--- config.mk ---
export PLATFORM = sky130hd
export DESIGN_NAME = acbi_top
export DESIGN_NICKNAME = d
export VERILOG_FILES = /design/src/inc/acbi_pkg.sv /design/src/inc/acbi_rd_if.sv /design/src/verilog/acbi_top.sv /design/src/verilog/acbi_sync.sv /design/src/verilog/acbi_byte_out.sv
export VERILOG_INCLUDE_DIRS = /design/src /design/src/inc
export SDC_FILE = /design/constraint.sdc
export NUM_CORES = 1
export LEC_CHECK = 0
export BUFFER_PORTS_ARGS = -buffer_cell sky130_fd_sc_hd__buf_4
export CAP_MARGIN = 15
export CORE_MARGIN = 5
export CORE_UTILIZATION = 25
export CTS_CLUSTER_SIZE = 40
export DETAILED_ROUTE_END_ITERATION = 10
export PLACE_DENSITY = 0.47
export SYNTH_ARGS = -nofsm -noshare
export SYNTH_HDL_FRONTEND = slang
export SYNTH_HIERARCHICAL = 1
export SYNTH_SLANG_ARGS = --single-unit
--- constraint.sdc ---
create_clock -name i_clk -period 1.9 [get_ports i_clk]
set_input_delay 0 -clock i_clk [delete_from_list [all_inputs] [get_ports i_clk]]
set_output_delay 0 -clock i_clk [all_outputs]
set_load 0.01 [all_outputs]
--- src/inc/acbi_regs.svh ---
// Timing counts and field positions for the converter bus interface
`ifndef ACBI_REGS_SVH
`define ACBI_REGS_SVH

// Oscillator edges per internal conversion clock
`define ACBI_OSC_DIV 4
// Internal clocks per complete conversion cycle
`define ACBI_CONV_CLKS 1280
// Internal clocks that busy stays high
`define ACBI_BUSY_CLKS 836
// Internal clocks of the signal-integrate phase
`define ACBI_INT_CLKS 256
// Internal clocks of recovery after busy falls
`define ACBI_RECOVER_CLKS 125
// Internal clocks the convert strobe is ignored after a start
`define ACBI_WR_IGNORE_CLKS 1100
// Whole internal clocks of result validity in continuous mode
`define ACBI_HOLD_CLKS 443
// System clocks after reset until the pin synchronisers hold real levels
`define ACBI_SYNC_SETTLE 5
// Oscillator phase that marks half an internal clock
`define ACBI_HALF_PHASE 2'h1
// Field positions within the synchronised pin vector
`define ACBI_PIN_OSC 0
`define ACBI_PIN_CS 1
`define ACBI_PIN_CE_N 2
`define ACBI_PIN_RD_N 3
`define ACBI_PIN_WR_N 4
`define ACBI_PIN_CONT 5
`define ACBI_PIN_LH 6
`define ACBI_PIN_FBS 7
// Byte counter values of the continuous sequence
`define ACBI_SEQ_HIGH_POL 2'h0
`define ACBI_SEQ_LOW 2'h1
`define ACBI_SEQ_HIGH_OVR 2'h2

`endif

--- src/inc/acbi_pkg.sv ---
// Types shared by the converter bus interface modules
package acbi_pkg;

  // Fifteen magnitude bits of a result
  typedef logic [14:0] acbi_data_t;
  // Seven lower data lines of the bus
  typedef logic [6:0] acbi_low7_t;
  // Synchronised pin vector
  typedef logic [7:0] acbi_pins_t;
  // Position within the conversion cycle
  typedef logic [10:0] acbi_pos_t;
  // Continuous-mode byte counter
  typedef logic [1:0] acbi_idx_t;

  // Sequencer states, Gray along convert, recover, idle
  typedef enum logic [1:0] {
    ACBI_ST_CONVERT = 2'h0,
    ACBI_ST_RECOVER = 2'h1,
    ACBI_ST_IDLE = 2'h3
  } acbi_state_t;

endpackage

--- src/inc/acbi_rd_if.sv ---
// Read path signals between the sequencer and the byte output stage
`timescale 1ns/1ps
`default_nettype none

interface acbi_rd_if;
  import acbi_pkg::*;

  acbi_data_t data; // Latched magnitude
  logic pos; // Latched polarity, high for positive
  logic ovr; // Latched overrange
  logic cont; // Continuous mode
  logic lh; // Byte selector, high picks the low byte
  logic fbs; // Flag bit selector
  logic rd_sel; // Enabled read active
  acbi_idx_t idx; // Continuous byte counter

  modport prod (
    output data, pos, ovr, cont, lh, fbs, rd_sel, idx
  );
  modport mux (
    input data, pos, ovr, cont, lh, fbs, rd_sel, idx
  );
endinterface

`default_nettype wire

--- src/verilog/acbi_top.sv ---
// Sequencer and bus interface of an integrating converter
`timescale 1ns/1ps
`default_nettype none
`include "acbi_regs.svh"

// Overview of operation
// [RQ1] Selector high: top bit shows overrange
// [RQ2] Selector low: top bit shows polarity
// [RQ3] Selector acts only in enabled high-byte read
// [RQ4] Continuous mode ignores both selectors
// [RQ5] Continuous input high runs conversions back to back
// [RQ6] Continuous result lost 443.5 clocks after busy
// [RQ7] Continuous reads step through three bytes
// [RQ8] Sequence: high/polarity, low, high/overrange
// [RQ9] Read strobe rising edge advances byte counter
// [RQ10] Demand mode: enabled convert strobe starts conversion
// [RQ11] Demand mode bytes readable in any order
// [RQ12] Demand result valid until before next busy
// [RQ13] Busy rises at deintegrate, falls at end
// [RQ14] Busy high exactly 836 internal clocks
// [RQ15] Busy driven in both modes
// [RQ16] Demand busy falls 1155 clocks after strobe
// [RQ17] 125 clocks recovery after busy falls
// [RQ18] Strobe ignored 1100 clocks, later one remembered
// [RQ19] Only a falling strobe edge starts conversion
// [RQ20] Internal clock is oscillator over four
// [RQ21] Signal integrate lasts 256 internal clocks
// [RQ22] Host may hold selects in continuous mode
// [RQ23] Host may tie read strobe low in demand
// [RQ24] Host drives selectors from low address bits
// [RQ25] Chip selects ANDed to enable strobes
// [RQ26] Byte selector picks high or low byte
// [RQ27] All result bits latched together at busy fall
module acbi_top (
  input wire logic i_clk,
  input wire logic i_rst_n,
  input wire logic i_clock_input_pin,
  input wire logic i_cs,
  input wire logic i_ce_n,
  input wire logic i_rd_n,
  input wire logic i_wr_n,
  input wire logic i_cont,
  input wire logic i_lh,
  input wire logic i_flag_bit_select,
  input wire acbi_pkg::acbi_data_t i_conv_data,
  input wire logic i_conv_pos,
  input wire logic i_conv_ovr,
  output logic o_bus_top_bit,
  output acbi_pkg::acbi_low7_t o_bus_lower_bits,
  output logic o_bus_oe,
  output logic o_busy,
  output logic o_integrate,
  output logic o_data_valid
);
  import acbi_pkg::*;

  // Cycle positions derived from the timing counts
  localparam acbi_pos_t POS_LAST = 11'(`ACBI_CONV_CLKS - 1);
  localparam acbi_pos_t POS_START = 11'(`ACBI_RECOVER_CLKS);
  localparam acbi_pos_t POS_REC_LAST = 11'(`ACBI_RECOVER_CLKS - 1);
  localparam acbi_pos_t POS_BUSY =
    11'(`ACBI_CONV_CLKS - `ACBI_BUSY_CLKS);
  localparam acbi_pos_t POS_INT_END =
    11'(`ACBI_RECOVER_CLKS + `ACBI_INT_CLKS);
  localparam acbi_pos_t POS_WR_OPEN =
    11'(`ACBI_RECOVER_CLKS + `ACBI_WR_IGNORE_CLKS);
  localparam acbi_pos_t POS_LOSS = 11'(`ACBI_HOLD_CLKS);
  localparam logic [1:0] OSC_LAST = 2'(`ACBI_OSC_DIV - 1);

  // Synchronised pins and their previous values
  acbi_pins_t pins_raw; // Raw pin vector
  acbi_pins_t pins; // Filtered pin vector
  acbi_pins_t pins_prev_q; // One cycle old filtered pins
  logic [2:0] warm_q; // Cycles since reset, stops at the settle count

  // Sequencer state
  acbi_state_t state_q; // Present state
  acbi_state_t state_d; // Next state
  acbi_pos_t pos_q; // Internal clock position in the cycle
  acbi_pos_t pos_d; // Next position
  logic [1:0] osc_q; // Oscillator edges within an internal clock
  logic pending_q; // Remembered convert strobe
  logic pending_d; // Next remembered strobe
  logic busy_d; // Next busy
  logic int_d; // Next integrate flag

  // Result latch and byte counter
  acbi_data_t res_q; // Latched magnitude
  logic pos_bit_q; // Latched polarity
  logic ovr_bit_q; // Latched overrange
  acbi_idx_t idx_q; // Continuous byte counter

  // Decoded strobes
  wire warm; // Synchronisers hold real pin levels
  wire en; // Chip enabled
  wire osc_rise; // Oscillator rising edge
  wire tick; // One internal clock completes
  wire wr_fall; // Enabled convert strobe falling edge
  wire rd_rise; // Enabled read strobe rising edge
  wire rd_sel; // Enabled read active
  wire wr_open; // Convert strobe may be taken
  wire wr_acc; // Convert strobe taken
  wire start_now; // A conversion begins this cycle
  wire at_end; // Last internal clock of a conversion ends
  wire loss_now; // Continuous result expires this cycle
  wire mode_cont; // Continuous mode level

  // Read path towards the output stage
  acbi_rd_if rd ();

  // Pin vector gathered for the synchroniser
  assign pins_raw[`ACBI_PIN_OSC] = i_clock_input_pin;
  assign pins_raw[`ACBI_PIN_CS] = i_cs;
  assign pins_raw[`ACBI_PIN_CE_N] = i_ce_n;
  assign pins_raw[`ACBI_PIN_RD_N] = i_rd_n;
  assign pins_raw[`ACBI_PIN_WR_N] = i_wr_n;
  assign pins_raw[`ACBI_PIN_CONT] = i_cont;
  assign pins_raw[`ACBI_PIN_LH] = i_lh;
  assign pins_raw[`ACBI_PIN_FBS] = i_flag_bit_select;

  // All pins come from outside the clock domain
  acbi_sync u_sync (
    .i_clk(i_clk),
    .i_rst_n(i_rst_n),
    .i_pins(pins_raw),
    .o_pins(pins)
  );

  // Previous pin levels for edge detection
  always_ff @(posedge i_clk or negedge i_rst_n) begin
    if (!i_rst_n) begin
      pins_prev_q <= 8'hff;
    end else begin
      pins_prev_q <= pins;
    end
  end

  // Settle counter; the stages reset low while idle strobes sit high,
  // so edges are masked until the real pin levels have come through
  always_ff @(posedge i_clk or negedge i_rst_n) begin
    if (!i_rst_n) begin
      warm_q <= 3'h0;
    end else if (!warm) begin
      warm_q <= warm_q + 3'h1;
    end
  end
  assign warm = (warm_q == 3'(`ACBI_SYNC_SETTLE));

  // [RQ25] Active-high and active-low selects combined by AND
  assign en = warm & pins[`ACBI_PIN_CS] & ~pins[`ACBI_PIN_CE_N];
  assign mode_cont = pins[`ACBI_PIN_CONT];

  // [RQ20] Internal clock is every fourth oscillator edge
  assign osc_rise = warm & pins[`ACBI_PIN_OSC] &
                    ~pins_prev_q[`ACBI_PIN_OSC];
  assign tick = osc_rise & (osc_q == OSC_LAST);

  // [RQ19] Only a falling edge of the enabled strobe counts
  assign wr_fall = en & ~pins[`ACBI_PIN_WR_N] &
                   pins_prev_q[`ACBI_PIN_WR_N];
  // [RQ9] Rising read edge while enabled
  assign rd_rise = en & pins[`ACBI_PIN_RD_N] &
                   ~pins_prev_q[`ACBI_PIN_RD_N];
  assign rd_sel = en & ~pins[`ACBI_PIN_RD_N];

  // [RQ18] Strobe ignored during the first part of a conversion
  assign wr_open = (state_q != ACBI_ST_CONVERT) | (pos_q >= POS_WR_OPEN);
  // [RQ10] Demand mode takes the strobe only when selected
  assign wr_acc = wr_fall & ~mode_cont & wr_open;

  // [RQ5] Continuous mode starts without a strobe
  // [RQ17] Start only after the recovery clocks are done
  assign start_now = tick & (
    ((state_q == ACBI_ST_RECOVER) & (pos_q == POS_REC_LAST) &
     (mode_cont | pending_q | wr_acc)) |
    ((state_q == ACBI_ST_IDLE) & (mode_cont | pending_q | wr_acc)));

  // [RQ13] Busy falls at the end of the conversion cycle
  assign at_end = tick & (state_q == ACBI_ST_CONVERT) &
                  (pos_q == POS_LAST);

  // [RQ6] Half a clock before busy would rise the result is lost
  // [RQ12] Demand data also ends half a clock before busy rises
  assign loss_now = osc_rise & (osc_q == `ACBI_HALF_PHASE) &
                    (state_q == ACBI_ST_CONVERT) & (pos_q == POS_LOSS);

  // Oscillator edge counter, divides by four
  always_ff @(posedge i_clk or negedge i_rst_n) begin
    if (!i_rst_n) begin
      osc_q <= 2'h0;
    end else if (osc_rise) begin
      osc_q <= osc_q + 2'h1;
    end
  end

  // Next state, position and phase outputs
  always_comb begin
    state_d = state_q;
    pos_d = pos_q;
    busy_d = o_busy;
    int_d = o_integrate;
    if (tick) begin
      unique case (state_q)
        ACBI_ST_CONVERT: begin
          if (pos_q == POS_LAST) begin
            // [RQ13] End of cycle, busy falls, recovery begins
            state_d = ACBI_ST_RECOVER;
            pos_d = 11'h000;
            busy_d = 1'b0;
          end else begin
            pos_d = pos_q + 11'h001;
          end
          // [RQ14] Busy rises so it spans exactly 836 clocks
          if (pos_q == POS_BUSY - 11'h001) begin
            busy_d = 1'b1;
          end
          // [RQ21] Integrate phase ends after 256 clocks
          if (pos_q == POS_INT_END - 11'h001) begin
            int_d = 1'b0;
          end
        end
        ACBI_ST_RECOVER: begin
          if (pos_q != POS_REC_LAST) begin
            pos_d = pos_q + 11'h001;
          end else if (!start_now) begin
            state_d = ACBI_ST_IDLE;
            pos_d = POS_START;
          end
        end
        ACBI_ST_IDLE: begin
          pos_d = POS_START;
        end
        default: begin
          state_d = ACBI_ST_IDLE;
          pos_d = POS_START;
        end
      endcase
      // [RQ16] Start at the recovery end or from idle, busy falls 1155 clocks on
      if (start_now) begin
        state_d = ACBI_ST_CONVERT;
        pos_d = POS_START;
        int_d = 1'b1;
      end
    end
  end

  // [RQ18] Later strobe remembered; the clear at a start wins over a new one
  assign pending_d = start_now ? 1'b0 : (pending_q | wr_acc);

  // Sequencer registers
  always_ff @(posedge i_clk or negedge i_rst_n) begin
    if (!i_rst_n) begin
      state_q <= ACBI_ST_IDLE;
      pos_q <= POS_START;
      pending_q <= 1'b0;
      o_busy <= 1'b0;
      o_integrate <= 1'b0;
    end else begin
      state_q <= state_d;
      pos_q <= pos_d;
      pending_q <= pending_d;
      // [RQ15] Busy is driven in both modes
      o_busy <= busy_d;
      o_integrate <= int_d;
    end
  end

  // [RQ27] Whole result captured at once when busy falls
  always_ff @(posedge i_clk or negedge i_rst_n) begin
    if (!i_rst_n) begin
      res_q <= 15'h0000;
      pos_bit_q <= 1'b0;
      ovr_bit_q <= 1'b0;
      o_data_valid <= 1'b0;
    end else if (at_end) begin
      res_q <= i_conv_data;
      pos_bit_q <= i_conv_pos;
      ovr_bit_q <= i_conv_ovr;
      o_data_valid <= 1'b1;
    end else if (loss_now) begin
      // [RQ6] Result latch cleared, result no longer available
      res_q <= 15'h0000;
      pos_bit_q <= 1'b0;
      ovr_bit_q <= 1'b0;
      o_data_valid <= 1'b0;
    end
  end

  // [RQ7] Continuous byte counter, restarts with each new result
  always_ff @(posedge i_clk or negedge i_rst_n) begin
    if (!i_rst_n) begin
      idx_q <= `ACBI_SEQ_HIGH_POL;
    end else if (at_end | loss_now) begin
      idx_q <= `ACBI_SEQ_HIGH_POL;
    end else if (rd_rise & mode_cont) begin
      // [RQ9] Each finished read steps to the next byte
      if (idx_q == `ACBI_SEQ_HIGH_OVR) begin
        idx_q <= `ACBI_SEQ_HIGH_POL;
      end else begin
        idx_q <= idx_q + 2'h1;
      end
    end
  end

  // [RQ11] Demand mode reads are plain selections of the latch
  assign rd.data = res_q;
  assign rd.pos = pos_bit_q;
  assign rd.ovr = ovr_bit_q;
  assign rd.cont = mode_cont;
  assign rd.lh = pins[`ACBI_PIN_LH];
  assign rd.fbs = pins[`ACBI_PIN_FBS];
  assign rd.rd_sel = rd_sel;
  assign rd.idx = idx_q;

  // Registered byte output stage
  acbi_byte_out u_out (
    .i_clk(i_clk),
    .i_rst_n(i_rst_n),
    .rd(rd.mux),
    .o_bus_top_bit(o_bus_top_bit),
    .o_bus_lower_bits(o_bus_lower_bits),
    .o_bus_oe(o_bus_oe)
  );
endmodule

`default_nettype wire

--- src/verilog/acbi_sync.sv ---
// Three-stage synchroniser with agreement filter for the pin inputs
`timescale 1ns/1ps
`default_nettype none

module acbi_sync (
  input wire logic i_clk,
  input wire logic i_rst_n,
  input wire acbi_pkg::acbi_pins_t i_pins,
  output acbi_pkg::acbi_pins_t o_pins
);
  import acbi_pkg::*;

  // One synchroniser per pin
  for (genvar g = 0; g < 8; g++) begin : g_bit
    logic s1_q; // First stage, read by the second only
    logic s2_q; // Second stage
    logic s3_q; // Third stage
    logic st_q; // Accepted level
    // Shift chain, level accepted once stages two and three agree
    always_ff @(posedge i_clk or negedge i_rst_n) begin
      if (!i_rst_n) begin
        s1_q <= 1'b0;
        s2_q <= 1'b0;
        s3_q <= 1'b0;
        st_q <= 1'b0;
      end else begin
        s1_q <= i_pins[g];
        s2_q <= s1_q;
        s3_q <= s2_q;
        if (s2_q == s3_q) begin
          st_q <= s3_q;
        end
      end
    end
    assign o_pins[g] = st_q;
  end
endmodule

`default_nettype wire

--- src/verilog/acbi_byte_out.sv ---
// Registered data bus driver with byte and flag selection
`timescale 1ns/1ps
`default_nettype none
`include "acbi_regs.svh"

module acbi_byte_out (
  input wire logic i_clk,
  input wire logic i_rst_n,
  acbi_rd_if.mux rd,
  output logic o_bus_top_bit,
  output acbi_pkg::acbi_low7_t o_bus_lower_bits,
  output logic o_bus_oe
);
  import acbi_pkg::*;

  logic top_d; // Next top line
  acbi_low7_t low_d; // Next lower lines
  logic flag_dem; // Demand-mode flag choice
  logic top_cont; // Continuous-mode top line
  acbi_low7_t low_cont; // Continuous-mode lower lines
  logic top_dem; // Demand-mode top line
  acbi_low7_t low_dem; // Demand-mode lower lines

  // [RQ1] Selector high gives overrange, [RQ2] low gives polarity
  assign flag_dem = rd.fbs ? rd.ovr : rd.pos;
  // [RQ26] Low selector gives high byte, high gives low byte
  assign top_dem = rd.lh ? rd.data[7] : flag_dem;
  assign low_dem = rd.lh ? rd.data[6:0] : rd.data[14:8];
  // [RQ8] Fixed sequence: high with polarity, low, high with overrange
  assign top_cont = (rd.idx == `ACBI_SEQ_LOW) ? rd.data[7] :
                    (rd.idx == `ACBI_SEQ_HIGH_OVR) ? rd.ovr : rd.pos;
  assign low_cont = (rd.idx == `ACBI_SEQ_LOW) ? rd.data[6:0] :
                    rd.data[14:8];
  // [RQ4] Continuous mode ignores both selectors
  assign top_d = rd.cont ? top_cont : top_dem;
  assign low_d = rd.cont ? low_cont : low_dem;

  // Output register; lines drive only during an enabled read
  always_ff @(posedge i_clk or negedge i_rst_n) begin
    if (!i_rst_n) begin
      o_bus_top_bit <= 1'b0;
      o_bus_lower_bits <= 7'h00;
      o_bus_oe <= 1'b0;
    end else begin
      o_bus_top_bit <= top_d;
      o_bus_lower_bits <= low_d;
      // [RQ3] Selector acts only inside an enabled read
      o_bus_oe <= rd.rd_sel;
    end
  end
endmodule

`default_nettype wire

==> metrics.txt, run 1 <==
Post-Synth Simple-Gate Area 12.0%; fin crit share 96.5%; DR iter-0 viols 77; cell count after synthesis 272; YS warnings 6; postcts setup bufs 0; IO buf count 38; Starting Density 25.6%; antenna violations before repair 0; Hold Crit Class in -> async; largest net degree at the start of global routing 42; post-synthesis async set-or-reset flop share 100%; number of synthesized flops with an enable pin 0; P&R area growth vs syn 33.6%; Worst Path Arrival 2.08 ns; Die Width 130 um; Tot Pwr 4.64 mW; worst reg2reg setup slack 0.07 ns; post-route insts no fill 534; leakage power 2.14 nW; Mapped Area 0.00359 sq mm; Fillers 1398; worst skew pair latency 0.34 ns; multiplexer share of the synthesized area 4.29%; total core area 0.0140 sq mm; CP required 2.15 ns; ANT cells 0; Crit Reg-Reg Endpoint pos_q[8]; syn_nets 306; Final Hold Fails 0; top cells by area, synth dfrtp_1 (52%), dfstp_2 (8.1%), a22o_1 (4.4%); Synth top area share 51.6%; Die Span Y 130 um; maximum fanout along the worst path 3; GRT Resource Usage Total 9.56%; final wirelength 7390 um; Cells after DPL 493; synth unique cells 64; pwr dens 969 mW/mm^2; slew margin rel. 70.7%; Syn Area/Cell 13.2 sq um; via density per instance 4.44; register area share after synthesis 59.7%; total grt overflow 0; CTS tree yes; Pins Over Slew Limit 0; status completed; crit end category flop; first-pass GRT wire length 12700 um; full die area 0.0168 sq mm; Final ANT Viol Nets 0; Final Skew 0.00665 ns; Clock Tree Root clkbuf_16; Post-DP HPWL 5190 um; largest family of logic cells by synthesized area compound AO/OA/AOI/OAI gates; proportion of layout cells with a drive suffix above 1 36.2%; I/O pin count 39; cell row count 43; GPL Wtd Cong 0.826; R2R depth 6; WL/cell 13.8 um; slew at the pin closest to its max-slew limit 0.434 ns; H-tree levels 3; largest area contributor in the netlist dfrtp_1; compound-gate portion of the synthesized area 13.7%; number of global-route vias before repair 2544; nets 384; Vias 2373; Clock Sink Count 85; # setup viols final 0; crit path time final 1.83 ns; synthesis-stage register bit count 85; adder-cell share of the synthesized area 4.95%; DR pass1 iterations 4; WS Path Type reg -> reg; final core utilization 34.2%; r2r startpoint pos_q[0]; xor/xnor share of the synthesized area 0.733%; Remaining DRCs 0; Clock Path Buffers 2; CTS clock-pin slew for the worst setup and hold paths 0.06 ns; max-cap violations 0; synth cell count leaders dfrtp_1 (74), a22o_1 (18), nand2_1 (13); Startpoint Class flop; Peak Freq 546 MHz; Most used DFF post-synth dfrtp_1; Inserted Clock Buffers 9; worst vdd ir 567 uV; count leader, synth dfrtp_1
flip-flops by register name (all words and copies together), names as in the netlist, 2 cells and up:
name / cells
idx_q: 2
osc_q: 2
pins_prev_q: 3
pos_q: 11
rd.data: 15
state_q: 2
u_out/o_bus_lower_bits: 7
u_sync/g_bit.s1_q: 8
u_sync/g_bit.s2_q: 8
u_sync/g_bit.s3_q: 8
u_sync/g_bit.st_q: 8
warm_q: 3
cell families (layout without fill, tap and decap cells):
group	Yosys count	after routing
compound gates	60	60
xor+xnor	3	3
fa+ha+maj	15	15
buf+inv	28	110
flops	85	85
mux	13	13
simple gates	68	68
per-stage QoR:
stage / setup WS [ns] / setup TNS [ns] / instance area (sq um) / hold slack [ns]
floorplan: 0.00658 / 0 / 3590 / -0.296
global placement: 0.0533 / 0 / 4170 / -0.0618
detailed placement: -0.0236 / -0.0236 / 4170 / -0.0605
CTS: 0.00799 / 0 / 4750 / 0.119
global route: -0.00206 / -0.00206 / 4790 / 0.145
finish: 0.0674 / 0 / 4790 / 0.114
layer usage:
metal | part of all wire, % | routed length, um | vias up | GRT usage (%)
li1 | - | - | 1144 | -
met1 | 47 | 3490 | 1187 | 12.2
met2 | 48 | 3530 | 32 | 15.4
met3 | 3.8 | 278 | 10 | 2.99
met4 | 1.2 | 91 | 0 | 3.30
met5 | 0 | 0 | - | 0
cell usage in the layout (no fill, tap or decap), types with 8 or more instances in the layout:
cell           count
a22o_1            18
inv_1              8
dlygate4sd3_1     26
nand2_1           12
maj3_2             8
nor2_1            11
a21oi_1            8
mux2_2             9
clkbuf_16          9
dfstp_2           11
dfrtp_1           74
buf_4             57
repair_timing:
item,4_1_cts,5_1_grt
setup endpoints to repair,1,15
resized for setup,1,10
pin swaps,2,4
endpoints found under the hold margin,102,0
hold buffers,26,0
final cells by class:
type | instances | area (sq um) | share of cell area [%]
sequential | 85 | 2140 | 44.7
inverter | 9 | 33.8 | 0.705
multi-input combinational | 159 | 1320 | 27.5
clock inverter | 5 | 83.8 | 1.75
timing repair buffer | 86 | 748 | 15.6
clock buffer | 10 | 239 | 4.99
tap | 180 | 225 | 4.70
where the power goes:
| part | switching (mW) | total [mW] | internal (mW) |
|---|---|---|---|
| combinational | 0.318 | 0.672 | 0.354 |
| sequential | 0.124 | 2.09 | 1.96 |
| clock | 0.699 | 1.88 | 1.18 |
| total | 1.14 | 4.64 | 3.50 |
worst max path at each step:
stage	startpoint	slack [ns]	to
final	pos_q[0]	0.07	pos_q[8]
after global routing	pos_q[0]	-0.002	pos_q[8]
after CTS	pos_q[0]	0.008	pos_q[8]
after detailed placement	pos_q[0]	-0.02	pos_q[8]
after global placement	pos_q[0]	0.05	pos_q[8]
after floorplan	pos_q[0]	0.007	pos_q[8]
worst max-delay path, stage by stage, from the launching register on:
cell and delay (ns):
dfstp_2 0.55, inv_2 0.05, ha_4 0.14, and3b_4 0.17, a41o_4 0.20, or4_1 0.49
mux2i_1 0.16
No activity file was read; power rests on OpenSTA's default activity.
==> run 2, diff against run 1 <==
--- a/config.mk
+++ b/config.mk
@@ -13,6 +13,7 @@
 export CTS_CLUSTER_SIZE = 40
 export DETAILED_ROUTE_END_ITERATION = 10
 export PLACE_DENSITY = 0.47
+export RECOVER_POWER = 25
 export SYNTH_ARGS = -nofsm -noshare
 export SYNTH_HDL_FRONTEND = slang
 export SYNTH_HIERARCHICAL = 1
==> run 2 against run 1 <==
Compared with the run above:
- cell count unchanged
- total power about the same
- utilization unchanged
- worst setup slack unchanged
- global-route usage unchanged
- non-clock buffer count unchanged
- via count increased by 0.17%
- clock power about the same
- clock-buffer cell count unchanged
- final area unchanged
- critical path depth unchanged
- routed wire length decreased by 0.22%
- critical path type unchanged
- largest cell class unchanged
- largest power group unchanged
==> metrics.txt, run 2 (same netlist as run 1, synthesis figures left out) <==
status completed; total grt overflow 0 (unchanged); Worst Path Buf+Inv 1 (unchanged); WL/cell 13.8 um (-0.22%); via density per instance 4.45 (+0.17%); DR iter-0 viols 81 (+5.2%); critical path cell sequence inv_2 > ha_4 > and3b_4 > a41o_4 > or4_1 > mux2i_1; Die Span Y 130 um (unchanged); sequential cell fraction of total power 45.0% (about the same); leakage power 2.14 nW (about the same); Pins Over Slew Limit 0 (unchanged); hold slack 0.114 ns (unchanged); postcts setup bufs 0 (unchanged); GPL Wtd Cong 0.826 (unchanged); metal2 WL 3530 um (unchanged); Clock Path Buffers 2 (unchanged); slew margin rel. 70.7% (unchanged); WS Path Type reg -> reg; crit path time final 1.83 ns (unchanged); Clock Sink Count 85 (unchanged); slew at the pin closest to its max-slew limit 0.434 ns (unchanged); CTS clock-pin slew for the worst setup and hold paths 0.06 ns (about the same); fin crit share 96.5% (unchanged); largest net degree at the start of global routing 42 (unchanged); maximum fanout along the worst path 3 (unchanged); post-route insts no fill 534 (unchanged); switching power 1.14 mW (about the same); Vias 2377 (+0.17%); antenna violations before repair 0 (unchanged); GRT Resource Usage Total 9.56% (unchanged); Clock Tree Root clkbuf_16; CP top delay family simple AND/OR/NAND/NOR gates; max-cap violations 0 (unchanged); Inserted Clock Buffers 9 (unchanged); most common cell after layout, fill and taps aside dfrtp_1; Peak Freq 546 MHz (unchanged); first-pass GRT wire length 12700 um (unchanged); CP required 2.15 ns (about the same); Hold Crit Class in -> async; Final Hold Fails 0 (unchanged); full die area 0.0168 sq mm (unchanged); # setup viols final 0 (unchanged); worst vdd ir 567 uV (about the same); number of global-route vias before repair 2544 (unchanged); Worst Path Arrival 2.08 ns (about the same); Starting Density 25.6% (unchanged); crit-path max cell delay 0.55 ns (about the same); Largest register FFs 15 (unchanged); CTS tree yes; Final ANT Viol Nets 0 (unchanged); Startpoint Class flop; Switching Share 24.6% (about the same); WL met3 278 um (unchanged); Die Width 130 um (unchanged); total core area 0.0140 sq mm (unchanged); nets 384 (unchanged); crit end category flop; ANT cells 0 (unchanged); Int Power 3.50 mW (about the same); I/O pin count 39 (unchanged); share of total power in combinational logic 14.5% (about the same); proportion of layout cells with a drive suffix above 1 36.2% (unchanged); routed length on met1 3470 um (-0.46%); clock share of power 40.6% (about the same); Cells after DPL 493 (unchanged); H-tree levels 3 (unchanged); DR pass1 iterations 4 (unchanged); Final Skew 0.00665 ns (unchanged); most frequent cells in the layout dfrtp_1 (74), buf_4 (49), dlygate4sd3_1 (26); pwr dens 968 mW/mm^2 (about the same); worst skew pair latency 0.34 ns (about the same); Post-DP HPWL 5190 um (unchanged); final wirelength 7370 um (-0.22%); final core utilization 34.2% (unchanged); P&R area growth vs syn 33.6% (unchanged); Worst path slowest cell dfstp_2; cell row count 43 (unchanged); Remaining DRCs 0 (unchanged); IO buf count 38 (unchanged); Top Layer Used met4
[run 2: changes by cell type in the layout (fill, tap and decap cells not counted), sizes merged]
cell,change
buf,-8
clkbuf,+8
[run 2: metrics by stage]
stage                     setup TNS, ns  worst slack, ns  instance area, sq um  total power [mW]
after global routing           -0.00206         -0.00206                  4790              4.90
after detailed placement        -0.0236          -0.0236                  4170              2.73
after global placement                0           0.0533                  4170              2.72
after CTS                             0          0.00799                  4750              4.70
final                                 0           0.0674                  4790              4.64
after floorplan                       0          0.00658                  3590              2.50
[run 2: what timing repair did]
item	in CTS	in global routing
pin swaps	2	4
endpoints found under the setup margin	1	15
gates cloned	0	0
resized for setup	1	10
hold buffers	26	0
hold endpoints to repair	102	0
[run 2: path summary, 6_finish.rpt]
path | startpoint | endpoint | slack (ns) | cells past startpoint
setup reg to reg | pos_q[0] | pos_q[8] | 0.07 | 6
max in group asynchronous | i_rst_n | pos_q[0] | 1.19 | 3
hold reg to reg | u_sync/g_bit[0].s1_q | u_sync/g_bit[0].s2_q | 0.35 | 0
setup / recovery | pos_q[0] | pos_q[8] | 0.07 | 6
min in group i_clk | i_clock_input_pin | u_sync/g_bit[0].s1_q | 0.33 | 2
hold / removal | i_rst_n | u_sync/g_bit[7].s1_q | 0.11 | 2
[run 2: final cells by class]
cell class | count | area, sq um
fillers | 1398 | 9200
flip-flops and latches | 85 | 2140
multi-input cells | 159 | 1320
repair buffers | 86 | 748
clock buffers | 10 | 239
well taps | 180 | 225
clock inverters | 5 | 83.8
inverters | 9 | 33.8
[run 2: power groups by stage]
stage	Sequential (mW)	Combinational, mW	Clock (mW)
after floorplan	2.08	0.417	0
after global placement	2.11	0.609	0
after detailed placement	2.12	0.614	0
after CTS	2.09	0.663	1.95
after global routing	2.11	0.763	2.03
final	2.09	0.671	1.88
[run 2: per-layer routing]
metal  global-route usage [%]  up-vias
met3                     2.99       10
met5                        0        -
met4                     3.30        0
met1                     12.2     1191
li1                         -     1144
met2                     15.4       32
